$ cat src/include/ocpm_pkg.sv
// constants and types of the power-up mode select and fuse configuration loader
// assumes one 40 MHz core clock and a fuse array readable one cell per cycle
package ocpm_pkg;

  // ==========================================================================
  // configuration word layout
  localparam int WORD_W     = 70;
  localparam int USE_BIT    = 0;
  localparam int BANK_BIT   = 1;
  localparam int BANK1_OFS  = 33;
  localparam int LEV_LSB    = 2;
  localparam int LED_LSB    = 24;
  localparam int CAL_LSB    = 27;
  localparam int MON_LSB    = 29;
  localparam int CREEP_LSB  = 31;
  localparam int GAIN_LSB   = 33;
  localparam int LEV_W      = 22;
  localparam logic [6:0] LAST_CELL = 7'h45;

  // ==========================================================================
  // hard-coded defaults, used while the use-stored bit is clear
  localparam logic [1:0]  DEF_GAIN  = 2'h3;
  localparam logic [1:0]  DEF_CREEP = 2'h1;
  localparam logic [1:0]  DEF_MON   = 2'h2;
  localparam logic [1:0]  DEF_CAL   = 2'h1;
  localparam logic [2:0]  DEF_LED   = 3'h5;
  localparam logic [21:0] DEF_LEV   = 22'h06a6d4;

  // ==========================================================================
  // pulse dividers: internal pulse weight is 1/51200 kWh
  localparam logic [9:0] DIV_BASE  = 10'h200;
  localparam logic [3:0] FAST_SH   = 4'h3;
  localparam logic [2:0] LED_MAX   = 3'h6;

  // ==========================================================================
  // register map, byte addresses
  localparam logic [7:0] REG_CTRL   = 8'h00;
  localparam logic [7:0] REG_STATUS = 8'h04;
  localparam logic [7:0] REG_CFG    = 8'h08;
  localparam logic [7:0] REG_LEV    = 8'h0c;
  localparam logic       CTRL_RST   = 1'h1;
  localparam logic [1:0] RESP_OKAY  = 2'h0;
  localparam logic [1:0] RESP_SLV   = 2'h2;

  typedef enum logic [3:0] {
    ST_SAMPLE = 4'h1,
    ST_READ   = 4'h2,
    ST_RUN    = 4'h4,
    ST_BURN   = 4'h8
  } ocpm_state_t;

  typedef struct packed {
    logic [1:0]  gain;
    logic [1:0]  creep;
    logic [1:0]  mon;
    logic [1:0]  cal;
    logic [2:0]  led;
    logic [21:0] lev;
    logic        bank;
    logic        useStored;
  } ocpm_cfg_t;

  localparam ocpm_cfg_t DEF_CFG = '{DEF_GAIN, DEF_CREEP, DEF_MON, DEF_CAL, DEF_LED, DEF_LEV, 1'b0, 1'b0};

endpackage

$ cat src/rtl/ocpm_config_loader.sv
// power-up mode select, fuse readout, test write, burn and pulse derivation
// assumes a combinational fuse read port, a datapath giving energy steps,
// and an AXI4-Lite master on the register side
`timescale 1ns/10ps

// How it works
// - every power-up reads all 70 fuse cells, then applies the active bank
// - a programmed bank 1 with its select bit set is used from then on
// - mode fixed at power-up: select low is normal, select high and direction low is programming
// - undriven select reads low, so normal operation is the default
// - in programming mode motor, fast and indicator pulses are active whatever the control bit, except during burn
// - test write loads the shadow word as live config without touching fuses
// - programmer shifts serial data on the program pin into the shadow register
// - burn walks the shadow word and fires the program pin for each set cell
// - programming mode holds until power is removed
// - 70-bit word, fixed bank fields, top two bits ignored
// - gain field, default 11
// - no-load threshold field, default 01
// - motor rate field, default 10
// - fast rate multiplier field, default 01
// - indicator rate field, default 101
// - 22-bit energy quantum threshold, default 0x6a6d4
// - threshold sets internal pulse; all three outputs derive from it
// - bit 1 chooses bank 0 or bank 1, default 0
// - defaults apply unless bit 0 reads 1
// - internal pulse whenever accumulator exceeds threshold
module ocpm_config_loader
  import ocpm_pkg::*;
#(
  parameter int ADDR_W = 8
) (
  input  wire logic              core_clk,
  input  wire logic              rst,
  input  wire logic              modeSelect,
  input  wire logic              dirPinIn,
  output logic                   dirPinOut,
  output logic                   dirPinOe,
  input  wire logic              energyNegative,
  input  wire logic              energyValid,
  input  wire logic [15:0]       energyStep,
  input  wire logic              progBit,
  input  wire logic              progShift,
  input  wire logic              progLoad,
  input  wire logic              progBurn,
  output logic [6:0]             fuseIdx,
  input  wire logic              fuseBit,
  output logic                   fuseBurnEn,
  output logic [1:0]             gainSel,
  output logic [1:0]             creepSel,
  output logic [1:0]             motorPhase,
  output logic                   fastPulse,
  output logic                   indicatorPulse,
  output logic                   progModeOut,
  input  wire logic [ADDR_W-1:0] s_axi_awaddr,
  input  wire logic              s_axi_awvalid,
  output logic                   s_axi_awready,
  input  wire logic [31:0]       s_axi_wdata,
  input  wire logic [3:0]        s_axi_wstrb,
  input  wire logic              s_axi_wvalid,
  output logic                   s_axi_wready,
  output logic [1:0]             s_axi_bresp,
  output logic                   s_axi_bvalid,
  input  wire logic              s_axi_bready,
  input  wire logic [ADDR_W-1:0] s_axi_araddr,
  input  wire logic              s_axi_arvalid,
  output logic                   s_axi_arready,
  output logic [31:0]            s_axi_rdata,
  output logic [1:0]             s_axi_rresp,
  output logic                   s_axi_rvalid,
  input  wire logic              s_axi_rready
);

  // ==========================================================================
  // helpers

  // picks defaults or the active bank out of a full word
  function automatic ocpm_cfg_t selectCfg(input logic [WORD_W-1:0] w);
    ocpm_cfg_t c;
    int        b;
    c = DEF_CFG;
    b = w[BANK_BIT] ? BANK1_OFS : 0;
    if (w[USE_BIT]) begin
      c.gain      = w[GAIN_LSB+b +: 2];
      c.creep     = w[CREEP_LSB+b +: 2];
      c.mon       = w[MON_LSB+b +: 2];
      c.cal       = w[CAL_LSB+b +: 2];
      c.led       = w[LED_LSB+b +: 3];
      c.lev       = w[LEV_LSB+b +: LEV_W];
      c.bank      = w[BANK_BIT];
      c.useStored = 1'b1;
    end
    return c; // bits 69:68 never read
  endfunction

  // internal pulses per output pulse
  function automatic logic [9:0] divOf(input logic [3:0] sh);
    return DIV_BASE >> sh;
  endfunction

  // counts internal pulses, wraps at div; >= keeps a live rate change safe
  function automatic logic [10:0] stepCnt(input logic [9:0] cnt, input logic [9:0] div);
    logic [9:0] nx;
    nx = cnt + 10'h001;
    if (nx >= div) begin
      return {1'b1, 10'h000};
    end
    return {1'b0, nx};
  endfunction

  // ==========================================================================
  // state

  typedef struct packed {
    ocpm_state_t       st;
    logic              progMode;
    logic [6:0]        idx;
    logic [WORD_W-1:0] fuseWord;
    logic [WORD_W-1:0] shadow;
    ocpm_cfg_t         cfg;
    logic              burnEn;
    logic              dirOe;
    logic [23:0]       acc;
    logic              internalPulse;
    logic [9:0]        motorCnt;
    logic [9:0]        fastCnt;
    logic [9:0]        ledCnt;
    logic [1:0]        phase;
    logic              fastOut;
    logic              ledOut;
    logic              outEn;
    logic              awHave;
    logic              wHave;
    logic [ADDR_W-1:0] awAddr;
    logic [31:0]       wData;
    logic [3:0]        wStrb;
    logic              bValid;
    logic [1:0]        bResp;
    logic              rValid;
    logic [31:0]       rData;
    logic [1:0]        rResp;
  } ocpm_regs_t;

  ocpm_regs_t q;
  ocpm_regs_t d;

  logic       running;
  logic       outGate;
  logic [3:0] fastSh;
  logic [2:0] ledSh;
  logic [10:0] motorStep;
  logic [10:0] fastStep;
  logic [10:0] ledStep;
  logic [23:0] accSum;

  // ==========================================================================
  // pulse derivation terms
  assign running  = (q.st == ST_RUN);
  assign outGate  = running && (q.outEn || q.progMode);
  assign fastSh   = {2'b00, q.cfg.mon} + {2'b00, q.cfg.cal} + FAST_SH;
  assign ledSh    = (q.cfg.led > LED_MAX) ? LED_MAX : q.cfg.led; // code 111 clamps
  assign motorStep = stepCnt(q.motorCnt, divOf({2'b00, q.cfg.mon}));
  assign fastStep  = stepCnt(q.fastCnt, divOf(fastSh));
  assign ledStep   = stepCnt(q.ledCnt, divOf({1'b0, ledSh}));
  assign accSum    = energyValid ? q.acc + {8'h00, energyStep} : q.acc;

  // ==========================================================================
  // next state
  always_comb begin
    d = q;
    d.fastOut = 1'b0;
    d.ledOut  = 1'b0;
    d.burnEn  = 1'b0;

    unique case (q.st)
      // first edge after release: latch the straps once; progMode is written
      // nowhere else, so the mode holds until power is removed
      ST_SAMPLE: begin
        d.progMode = modeSelect && !dirPinIn;
        d.idx      = 7'h00;
        d.st       = ST_READ;
      end
      // one cell per cycle, whole word every power-up
      ST_READ: begin
        d.fuseWord[q.idx] = fuseBit;
        if (q.idx == LAST_CELL) begin
          d.cfg   = selectCfg(d.fuseWord);
          d.dirOe = 1'b1;
          d.st    = ST_RUN;
        end else begin
          d.idx = q.idx + 7'h01;
        end
      end
      ST_RUN: begin
        if (q.progMode) begin
          if (progShift) begin
            d.shadow = {q.shadow[WORD_W-2:0], progBit};
          end
          if (progLoad) begin
            d.cfg = selectCfg(q.shadow); // volatile only
          end else if (progBurn) begin
            d.idx    = 7'h00;
            d.burnEn = q.shadow[0];
            d.st     = ST_BURN;
          end
        end
      end
      // one cell per cycle; an idle cell is skipped but still counted
      ST_BURN: begin
        if (q.idx == LAST_CELL) begin
          d.st = ST_RUN;
        end else begin
          d.idx    = q.idx + 7'h01;
          d.burnEn = q.shadow[d.idx];
        end
      end
    endcase

    // accumulator and internal pulse
    // limitation: steps above lev every cycle outgrow the subtraction and wrap acc
    d.internalPulse = running && (q.acc > {2'b00, q.cfg.lev});
    if (d.internalPulse) begin
      d.acc = accSum - {2'b00, q.cfg.lev};
    end else if (running) begin
      d.acc = accSum;
    end

    // three outputs divided from the one internal stream
    if (q.internalPulse && outGate) begin
      d.motorCnt = motorStep[9:0];
      d.fastCnt  = fastStep[9:0];
      d.ledCnt   = ledStep[9:0];
      d.fastOut  = fastStep[10];
      d.ledOut   = ledStep[10];
      if (motorStep[10]) begin
        d.phase = (q.phase == 2'b01) ? 2'b10 : 2'b01;
      end
    end

    // axi write side: take address and data in any order
    if (s_axi_awvalid && !q.awHave) begin
      d.awHave = 1'b1;
      d.awAddr = s_axi_awaddr;
    end
    if (s_axi_wvalid && !q.wHave) begin
      d.wHave = 1'b1;
      d.wData = s_axi_wdata;
      d.wStrb = s_axi_wstrb;
    end
    if (q.bValid && s_axi_bready) begin
      d.bValid = 1'b0;
    end
    if (q.awHave && q.wHave && !q.bValid) begin
      d.awHave = 1'b0;
      d.wHave  = 1'b0;
      d.bValid = 1'b1;
      d.bResp  = RESP_OKAY;
      if (q.awAddr[7:0] == REG_CTRL) begin
        if (q.wStrb[0]) begin
          d.outEn = q.wData[0];
        end
      end else if (q.awAddr[7:0] != REG_STATUS && q.awAddr[7:0] != REG_CFG && q.awAddr[7:0] != REG_LEV) begin
        d.bResp = RESP_SLV;
      end
    end

    // axi read side: one beat, answered the next cycle
    if (q.rValid && s_axi_rready) begin
      d.rValid = 1'b0;
    end
    if (s_axi_arvalid && !q.rValid) begin
      d.rValid = 1'b1;
      d.rResp  = RESP_OKAY;
      unique case (s_axi_araddr[7:0])
        REG_CTRL:   d.rData = {31'h0, q.outEn};
        REG_STATUS: d.rData = {24'h0, q.st, 1'b0, q.cfg.useStored, q.cfg.bank, q.progMode};
        REG_CFG:    d.rData = {21'h0, q.cfg.led, q.cfg.cal, q.cfg.mon, q.cfg.creep, q.cfg.gain};
        REG_LEV:    d.rData = {10'h0, q.cfg.lev};
        default: begin
          d.rData = 32'h0;
          d.rResp = RESP_SLV;
        end
      endcase
    end
  end

  // ==========================================================================
  // registers; nothing but constants enters under reset
  always_ff @(posedge core_clk) begin
    if (rst) begin
      q        <= '0;
      q.st     <= ST_SAMPLE;
      q.cfg    <= DEF_CFG;
      q.outEn  <= CTRL_RST;
      q.phase  <= 2'b01;
    end else begin
      q <= d;
    end
  end

  // ==========================================================================
  // outputs
  assign dirPinOut      = q.dirOe && energyNegative;
  assign dirPinOe       = q.dirOe; // released during strap sampling
  assign fuseIdx        = q.idx;
  assign fuseBurnEn     = q.burnEn;
  assign gainSel        = q.cfg.gain;
  assign creepSel       = q.cfg.creep;
  assign motorPhase     = q.phase;
  assign fastPulse      = q.fastOut;
  assign indicatorPulse = q.ledOut;
  assign progModeOut    = q.progMode;
  assign s_axi_awready  = !q.awHave;
  assign s_axi_wready   = !q.wHave;
  assign s_axi_bvalid   = q.bValid;
  assign s_axi_bresp    = q.bResp;
  assign s_axi_arready  = !q.rValid;
  assign s_axi_rvalid   = q.rValid;
  assign s_axi_rdata    = q.rData;
  assign s_axi_rresp    = q.rResp;
endmodule

$ cat config.mk
export PLATFORM = sky130hd
export DESIGN_NAME = ocpm_config_loader
export DESIGN_NICKNAME = d
export VERILOG_FILES = /design/src/include/ocpm_pkg.sv /design/src/rtl/ocpm_config_loader.sv
export SDC_FILE = /design/constraint.sdc
export NUM_CORES = 1
export LEC_CHECK = 0
export BUFFER_PORTS_ARGS = -buffer_cell sky130_fd_sc_hd__buf_2
export CAP_MARGIN = 15
export CORE_MARGIN = 2
export CORE_UTILIZATION = 40
export CTS_CLUSTER_DIAMETER = 30
export DETAILED_ROUTE_END_ITERATION = 16
export PLACE_DENSITY_LB_ADDON = 0.15
export SYNTH_ARGS = -nofsm -noshare
export SYNTH_HDL_FRONTEND = slang
export SYNTH_SLANG_ARGS = --single-unit
export TNS_END_PERCENT = 30
$ cat constraint.sdc
create_clock -name core_clk -period 4.7 [get_ports core_clk]
set_clock_uncertainty 0.15 [all_clocks]
set_input_delay 0.705 -clock core_clk [delete_from_list [all_inputs] [get_ports core_clk]]
set_output_delay 0.705 -clock core_clk [all_outputs]
set_load 0.05 [all_outputs]
==> results.sh, run 1 <==
export IMPL_outcome="finished clean"
export IMPL_synth_enable_flop_cells=0
export IMPL_biggest_area_contributors_in_the_synthesized_netlist="dfxtp_1 32%, a21oi_1 7.2%, nand2_1 6.8%"
export IMPL_hold_path_startpoint="s_axi_rready"
export IMPL_period_share_pct=93.7
export IMPL_clock_insertion_delay_worst_skew_ns=0.60
export IMPL_drc_errors=0
export IMPL_timing_critical_path_buf_inv=0
export IMPL_core_sq_um=44100
export IMPL_post_layout_nonfiller_instances=2976
export IMPL_worstRegToRegCells=16
export IMPL_synthArstFlopShare_pct=0
export IMPL_horizontal_die_dimension_um=215
export IMPL_detail_route_first_pass_iterations=5
export IMPL_initial_utilization_pct=40.5
export IMPL_cp_num_cells=16
export IMPL_number_of_buffers_created_by_cts=82
export IMPL_final_layout_size_suffix_gt1_share_pct=17.7
export IMPL_synth_top_cell_area_share_pct=32.0
export IMPL_slowest_cell_on_crit_path="fa_1"
export IMPL_max_slew_margin_pct=27.9
export IMPL_synth_compound_gate_area_share_pct=21.9
export IMPL_synth_mux_area_share_pct=8.73
export IMPL_cts_setup_buffers=0
export IMPL_timing_critical_path_required_ns=5.03
export IMPL_grt_start_max_net_pins=123
export IMPL_startpoint="q[120]"
export IMPL_dominantRegCellSynth="dfxtp_1"
export IMPL_cp_top_family="compound AO/OA/AOI/OAI gates"
export IMPL_cts_htree_levels=3
export IMPL_post_synth_fa_ha_maj_area_fraction_pct=6.43
export IMPL_cp_cell_sequence="ha_1 > fa_1 > a21o_1 > a22o_1 > a221oi_4 > o21bai_1 > xor2_1 > mux2_2 > ha_1 > nand4_1 > a21oi_1 > a21oi_1 > or3_1 > nand4_1 > mux2i_1 > mux2_2"
export IMPL_achievable_frequency_mhz=227
export IMPL_ys_warnings_count=0
export IMPL_fp_row_count=77
export IMPL_hold_viol_final=0
export IMPL_power_density_cell_area_nw_per_um2=399
export IMPL_post_synth_cell_area_avg_sq_um=7.90
export IMPL_average_wire_per_standard_cell_um=18.8
export IMPL_portBuffers=97
export IMPL_route_final_wire_length_um=56000
export IMPL_grt_overflow=0
export IMPL_cpPeakStageDelay_ns=0.39
export IMPL_drt_first_iter_violations=1384
export IMPL_post_synthesis_share_of_cell_area_spent_on_xor_and_xnor_gates_pct=3.04
export IMPL_place_hpwl_um=38500
export IMPL_netlist_cell_type_count=68
export IMPL_design_final_nets=2497
export IMPL_layout_overhead_on_the_synthesized_area_pct=22.0
export IMPL_synthesis_instances=2261
export IMPL_dp_cells=2831
export IMPL_synth_simple_gate_area_share_pct=21.1
export IMPL_worstPathArrival_ns=4.73
export IMPL_clock_tree_root_cell="clkbuf_16"
export IMPL_seq_area_frac_synth_pct=32.0
export IMPL_kind_of_path_behind_the_tightest_hold_check="primary input to flop"
export IMPL_number_of_sinks_handled_by_clock_tree_synthesis=285
export IMPL_boundaryPins=144
export IMPL_dominant_combinational_cell_family_by_area_after_synthesis="compound AO/OA/AOI/OAI gates"
export IMPL_hold_slack_ns=0.149
export IMPL_post_synth_top_count_cell="nand2_1"
export IMPL_regToRegStartpoint="q[120]"
export IMPL_total_leakage_power_nw=8.60
export IMPL_worstSetupStartpointType="flop"
export IMPL_antenna_diode_count=0
export IMPL_viasPerCell=5.66
export IMPL_critPathKind="flop to flop"
export IMPL_irDropWorstVdd_mv=0.276
export IMPL_worst_setup_hold_path_clk_slew_ns=0.04
export IMPL_synth_cell_area_sq_um=17900
export IMPL_grt_setup_unrepaired="false"
export IMPL_via_count_of_the_first_global_routing_pass=16300
export IMPL_met2_length_um=24800
export IMPL_grt_antenna_before_repair=0
export IMPL_postSynthRegisterBits=285
export IMPL_vias=16900
export IMPL_final_max_slew_violation_count=0
export IMPL_maxCapViolations=0
export IMPL_final_setup_viol_count=0
export IMPL_topmost_layer_with_routed_signal_wires="met4"
export IMPL_layout_min_cycle_time_ns=4.40
export IMPL_met3RoutedLength_um=3390
export IMPL_ant_nets=0
export IMPL_grt_first_pass_wirelength_um=89200
export IMPL_gr_usage_all_layers_pct=24.0
export IMPL_utilization_pct=49.4
export IMPL_whs_path_depth=2
export IMPL_total_power_mw=8.70
export IMPL_dieHeight_um=215
export IMPL_tightestPinTransition_ns=1.08
export IMPL_commonest_cells_in_the_synthesized_netlist="324 x nand2_1, 285 x dfxtp_1, 256 x a21oi_1"
export IMPL_gpl_final_weighted_congestion=0.901
export IMPL_crit_path_max_fanout=5
export IMPL_end_kind="flop"
export IMPL_synthDominantAreaCellType="dfxtp_1"
export IMPL_wl_met1_um=25500
export IMPL_die_area_sq_um=46300
export IMPL_max_clock_path_buffers=3
export IMPL_sum_of_negative_setup_slack_ns=0
export IMPL_tritoncts="done"
## state kept, by name, summed over array words and instances (netlist names), 2 cells and up
name,cells
s_axi_rdata,22
motorPhase,2
fuseIdx,7
creepSel,2
gainSel,2
q,241
## cells in the final DEF (no fill, tap or decap), types with 21 or more instances in the layout
master,n
a211o_1,21
nor3_1,54
xor2_1,29
a21boi_0,39
mux2_2,34
a311oi_1,40
ha_1,87
clkbuf_16,83
buf_4,94
inv_1,41
dfxtp_1,283
a21oi_1,255
nor2_1,161
mux2i_1,67
xnor2_1,33
o21ai_0,104
nand2_1,324
buf_2,95
mux4_2,22
nand3_1,104
a211oi_1,31
a22oi_1,25
and3_1,21
## cell type report
cell class,instances,area (sq um)
sequential,285,5710
timing repair buffer,191,1220
clock buffer,110,2370
fill,4292,22300
inverter,41,154
multi-input combinational,1722,11100
clock inverter,35,512
tap,592,741
## timing repair
action | in CTS | in global routing
endpoints found under the setup margin | 0 | 1
hold buffers | 0 | 0
gates resized for setup | 0 | 1
## per-stage QoR
step                setup slack (ns)  area, sq um
finish                         0.297        21800
global route                  0.0215        21800
CTS                            0.265        21800
detailed placement            -0.202        18900
global placement              -0.161        18900
floorplan                      0.209        17900
## kinds of logic after synthesis
kind of cell	count (synthesis)
xor gates and xnor gates	62
and+or+nand+nor	808
AOI/OAI and AO/OA	625
buffers and inverters	265
muxes	124
adders and majority gates	90
other	2
DFF	285
## power breakdown
group | internal [mW] | total, mW | leakage, nW | switching [mW]
clock network | 4.10 | 5.76 | 1.43 | 1.66
registers | 2.45 | 2.47 | 2.30 | 0.0195
logic | 0.154 | 0.472 | 4.87 | 0.318
total | 6.70 | 8.70 | 8.60 | 2.00
## worst paths after layout
path / end / slack (ns)
hold reg to reg: s_axi_rresp[1] / 0.30
setup reg to reg: q[143] / 0.30
hold / removal: s_axi_rvalid / 0.15
setup / recovery: q[143] / 0.30
## layer usage
| layer | vias up | track usage, % |
|---|---|---|
| li1 | 8222 | - |
| met1 | 8030 | 32.2 |
| met2 | 473 | 36.7 |
| met3 | 128 | 5.22 |
| met4 | 0 | 11.2 |
| met5 | - | 0 |
Power figures use the tool's default switching activity.
==> inputs of run 2 (changes only) <==
CAP_MARGIN = 20   (was 15)
CORE_UTILIZATION = 55   (was 40)
==> run 2 against run 1 <==
Effect of this change: die area shrank 27%; final cell count shrank 6.0%; flip-flop and latch count is the same; largest power group unchanged; highest routed layer unchanged.
==> results.sh, run 2 (synthesis gave the netlist of run 1 again) <==
export IMPL_clock_insertion_delay_worst_skew_ns=0.58
export IMPL_boundaryPins=144
export IMPL_gpl_final_weighted_congestion=0.943
export IMPL_swShare_pct=24.1
export IMPL_reg_with_most_ffs="q"
export IMPL_average_wire_per_standard_cell_um=18.9
export IMPL_most_common_cell_after_layout_fill_and_taps_aside="nand2_1"
export IMPL_worstPathArrival_ns=4.68
export IMPL_timing_critical_path_buf_inv=0
export IMPL_drt_first_iter_violations=1718
export IMPL_max_clock_path_buffers=3
export IMPL_place_hpwl_um=35400
export IMPL_timing_critical_path_required_ns=5.00
export IMPL_power_switching_mw=1.93
export IMPL_power_frac_comb_pct=5.7
export IMPL_cpPeakStageDelay_ns=0.42
export IMPL_portBuffers=97
export IMPL_outcome="finished clean"
export IMPL_clkPwrFrac_pct=63.6
export IMPL_route_final_wire_length_um=52800
export IMPL_critPathKind="flop to flop"
export IMPL_cp_cell_sequence="ha_1 > a21o_1 > a221o_1 > a221oi_4 > o21bai_1 > xor2_1 > mux2_2 > ha_1 > nand4_1 > a21oi_1 > a21oi_1 > o21bai_1 > o41ai_1 > and3b_1 > a211o_1"
export IMPL_crit_path_max_fanout=4
export IMPL_final_max_slew_violation_count=0
export IMPL_internal_dissipation_mw=6.09
export IMPL_cts_hold_repair_buffers=0
export IMPL_tightestPinTransition_ns=1.03
export IMPL_slowest_cell_on_crit_path="dfxtp_1"
export IMPL_maxCapViolations=0
export IMPL_grt_setup_unrepaired="false"
export IMPL_hold_path_startpoint="s_axi_rready"
export IMPL_dp_cells=2659
export IMPL_via_count_of_the_first_global_routing_pass=15700
export IMPL_filler_cell_count=2704
export IMPL_grt_start_max_net_pins=157
export IMPL_sum_of_negative_setup_slack_ns=0
export IMPL_ff2ff_setup_slack_ns=0.32
export IMPL_dieHeight_um=184
export IMPL_number_of_buffers_created_by_cts=72
export IMPL_viasPerCell=6.14
export IMPL_worst_setup_hold_path_clk_slew_ns=0.04
export IMPL_gr_usage_all_layers_pct=30.6
export IMPL_grt_antenna_before_repair=2
export IMPL_clock_tree_root_cell="clkbuf_16"
export IMPL_detail_route_first_pass_iterations=5
export IMPL_seq_power_share_pct=30.7
export IMPL_achievable_frequency_mhz=228
export IMPL_horizontal_die_dimension_um=184
export IMPL_crit_reg2reg_capture="q[139]"
export IMPL_layout_min_cycle_time_ns=4.38
export IMPL_core_sq_um=31800
export IMPL_tritoncts="done"
export IMPL_grt_overflow=0
export IMPL_die_area_sq_um=33900
export IMPL_final_setup_viol_count=0
export IMPL_regToRegStartpoint="q[128]"
export IMPL_number_of_sinks_handled_by_clock_tree_synthesis=285
export IMPL_hold_viol_final=0
export IMPL_worstSetupStartpointType="flop"
export IMPL_cp_top_family="compound AO/OA/AOI/OAI gates"
export IMPL_whs_path_depth=2
export IMPL_grt_first_pass_wirelength_um=83000
export IMPL_drc_errors=0
export IMPL_min_delay_worst_endpoint="s_axi_rvalid"
export IMPL_largest_register_ffs=241
export IMPL_final_layout_size_suffix_gt1_share_pct=16.8
export IMPL_initial_utilization_pct=56.2
export IMPL_max_slew_margin_pct=31.0
export IMPL_total_leakage_power_nw=8.35
export IMPL_irDropWorstVdd_mv=0.365
export IMPL_end_kind="flop"
export IMPL_design_final_nets=2474
export IMPL_vias=17200
export IMPL_period_share_pct=93.2
export IMPL_layout_overhead_on_the_synthesized_area_pct=18.6
export IMPL_fp_row_count=65
export IMPL_final_cell_mix="324 x nand2_1, 283 x dfxtp_1, 256 x a21oi_1, 161 x nor2_1, 104 x nand3_1"
export IMPL_kind_of_path_behind_the_tightest_hold_check="primary input to flop"
export IMPL_worstRegToRegCells=15
export IMPL_post_layout_nonfiller_instances=2796
export IMPL_ant_nets=0
export IMPL_power_density_cell_area_nw_per_um2=379
export IMPL_cts_htree_levels=3
[run 2: final cells by class]
| class | instances | area, sq um | area share (%) |
|---|---|---|---|
| clock buffers | 88 | 1970 | 9.32 |
| repair buffers | 178 | 1140 | 5.40 |
| flip-flops and latches | 285 | 5710 | 27.0 |
| diodes | 2 | 5.00 | 0.0236 |
| clock inverters | 45 | 569 | 2.69 |
| well taps | 435 | 544 | 2.57 |
| inverters | 41 | 154 | 0.727 |
| multi-input cells | 1722 | 11100 | 52.3 |
[run 2: worst max path at each step]
stage                  start  endpoint  cells past startpoint
2_1_floorplan  energyStep[0]    q[143]                     16
3_3_place_gp   energyStep[0]    q[143]                     16
3_5_place_dp   energyStep[3]    q[143]                     16
4_1_cts               q[123]    q[143]                     17
5_1_grt               q[120]    q[141]                     18
6_report              q[128]    q[139]                     15
[run 2: through the flow]
stage / utilization, % / total power [mW] / setup WS (ns) / area (sq um) / hold slack (ns)
floorplan: - / 2.83 / 0.209 / 17900 / 0.282
global placement: 58.5 / 2.95 / -0.0993 / 18600 / 0.289
detailed placement: 58.5 / 2.95 / -0.169 / 18600 / 0.296
CTS: 66.5 / 8.07 / 0.215 / 21200 / 0.157
global route: 66.6 / 8.25 / 0.0177 / 21200 / 0.179
finish: 66.6 / 8.02 / 0.317 / 21200 / 0.177
[run 2: routing by layer]
layer / track usage [%] / up-vias / wire length (um)
li1: - / 8181 / -
met1: 41.1 / 8155 / 23000
met2: 48.5 / 714 / 24000
met3: 5.33 / 117 / 4090
met4: 12.7 / 0 / 1760
met5: 0 / - / 0
[run 2: power by group through the flow]
stage               clock, mW  combinational [mW]  sequential [mW]
CTS                      5.15               0.449             2.46
finish                   5.10               0.456             2.46
global route             5.29               0.490             2.46
detailed placement          0               0.446             2.51
floorplan                   0               0.326             2.50
global placement            0               0.439             2.51
[run 2: repair_timing]
action	4_1_cts	5_1_grt
endpoints found under the setup margin	0	2
buffers inserted	0	0
gates resized for setup	0	1
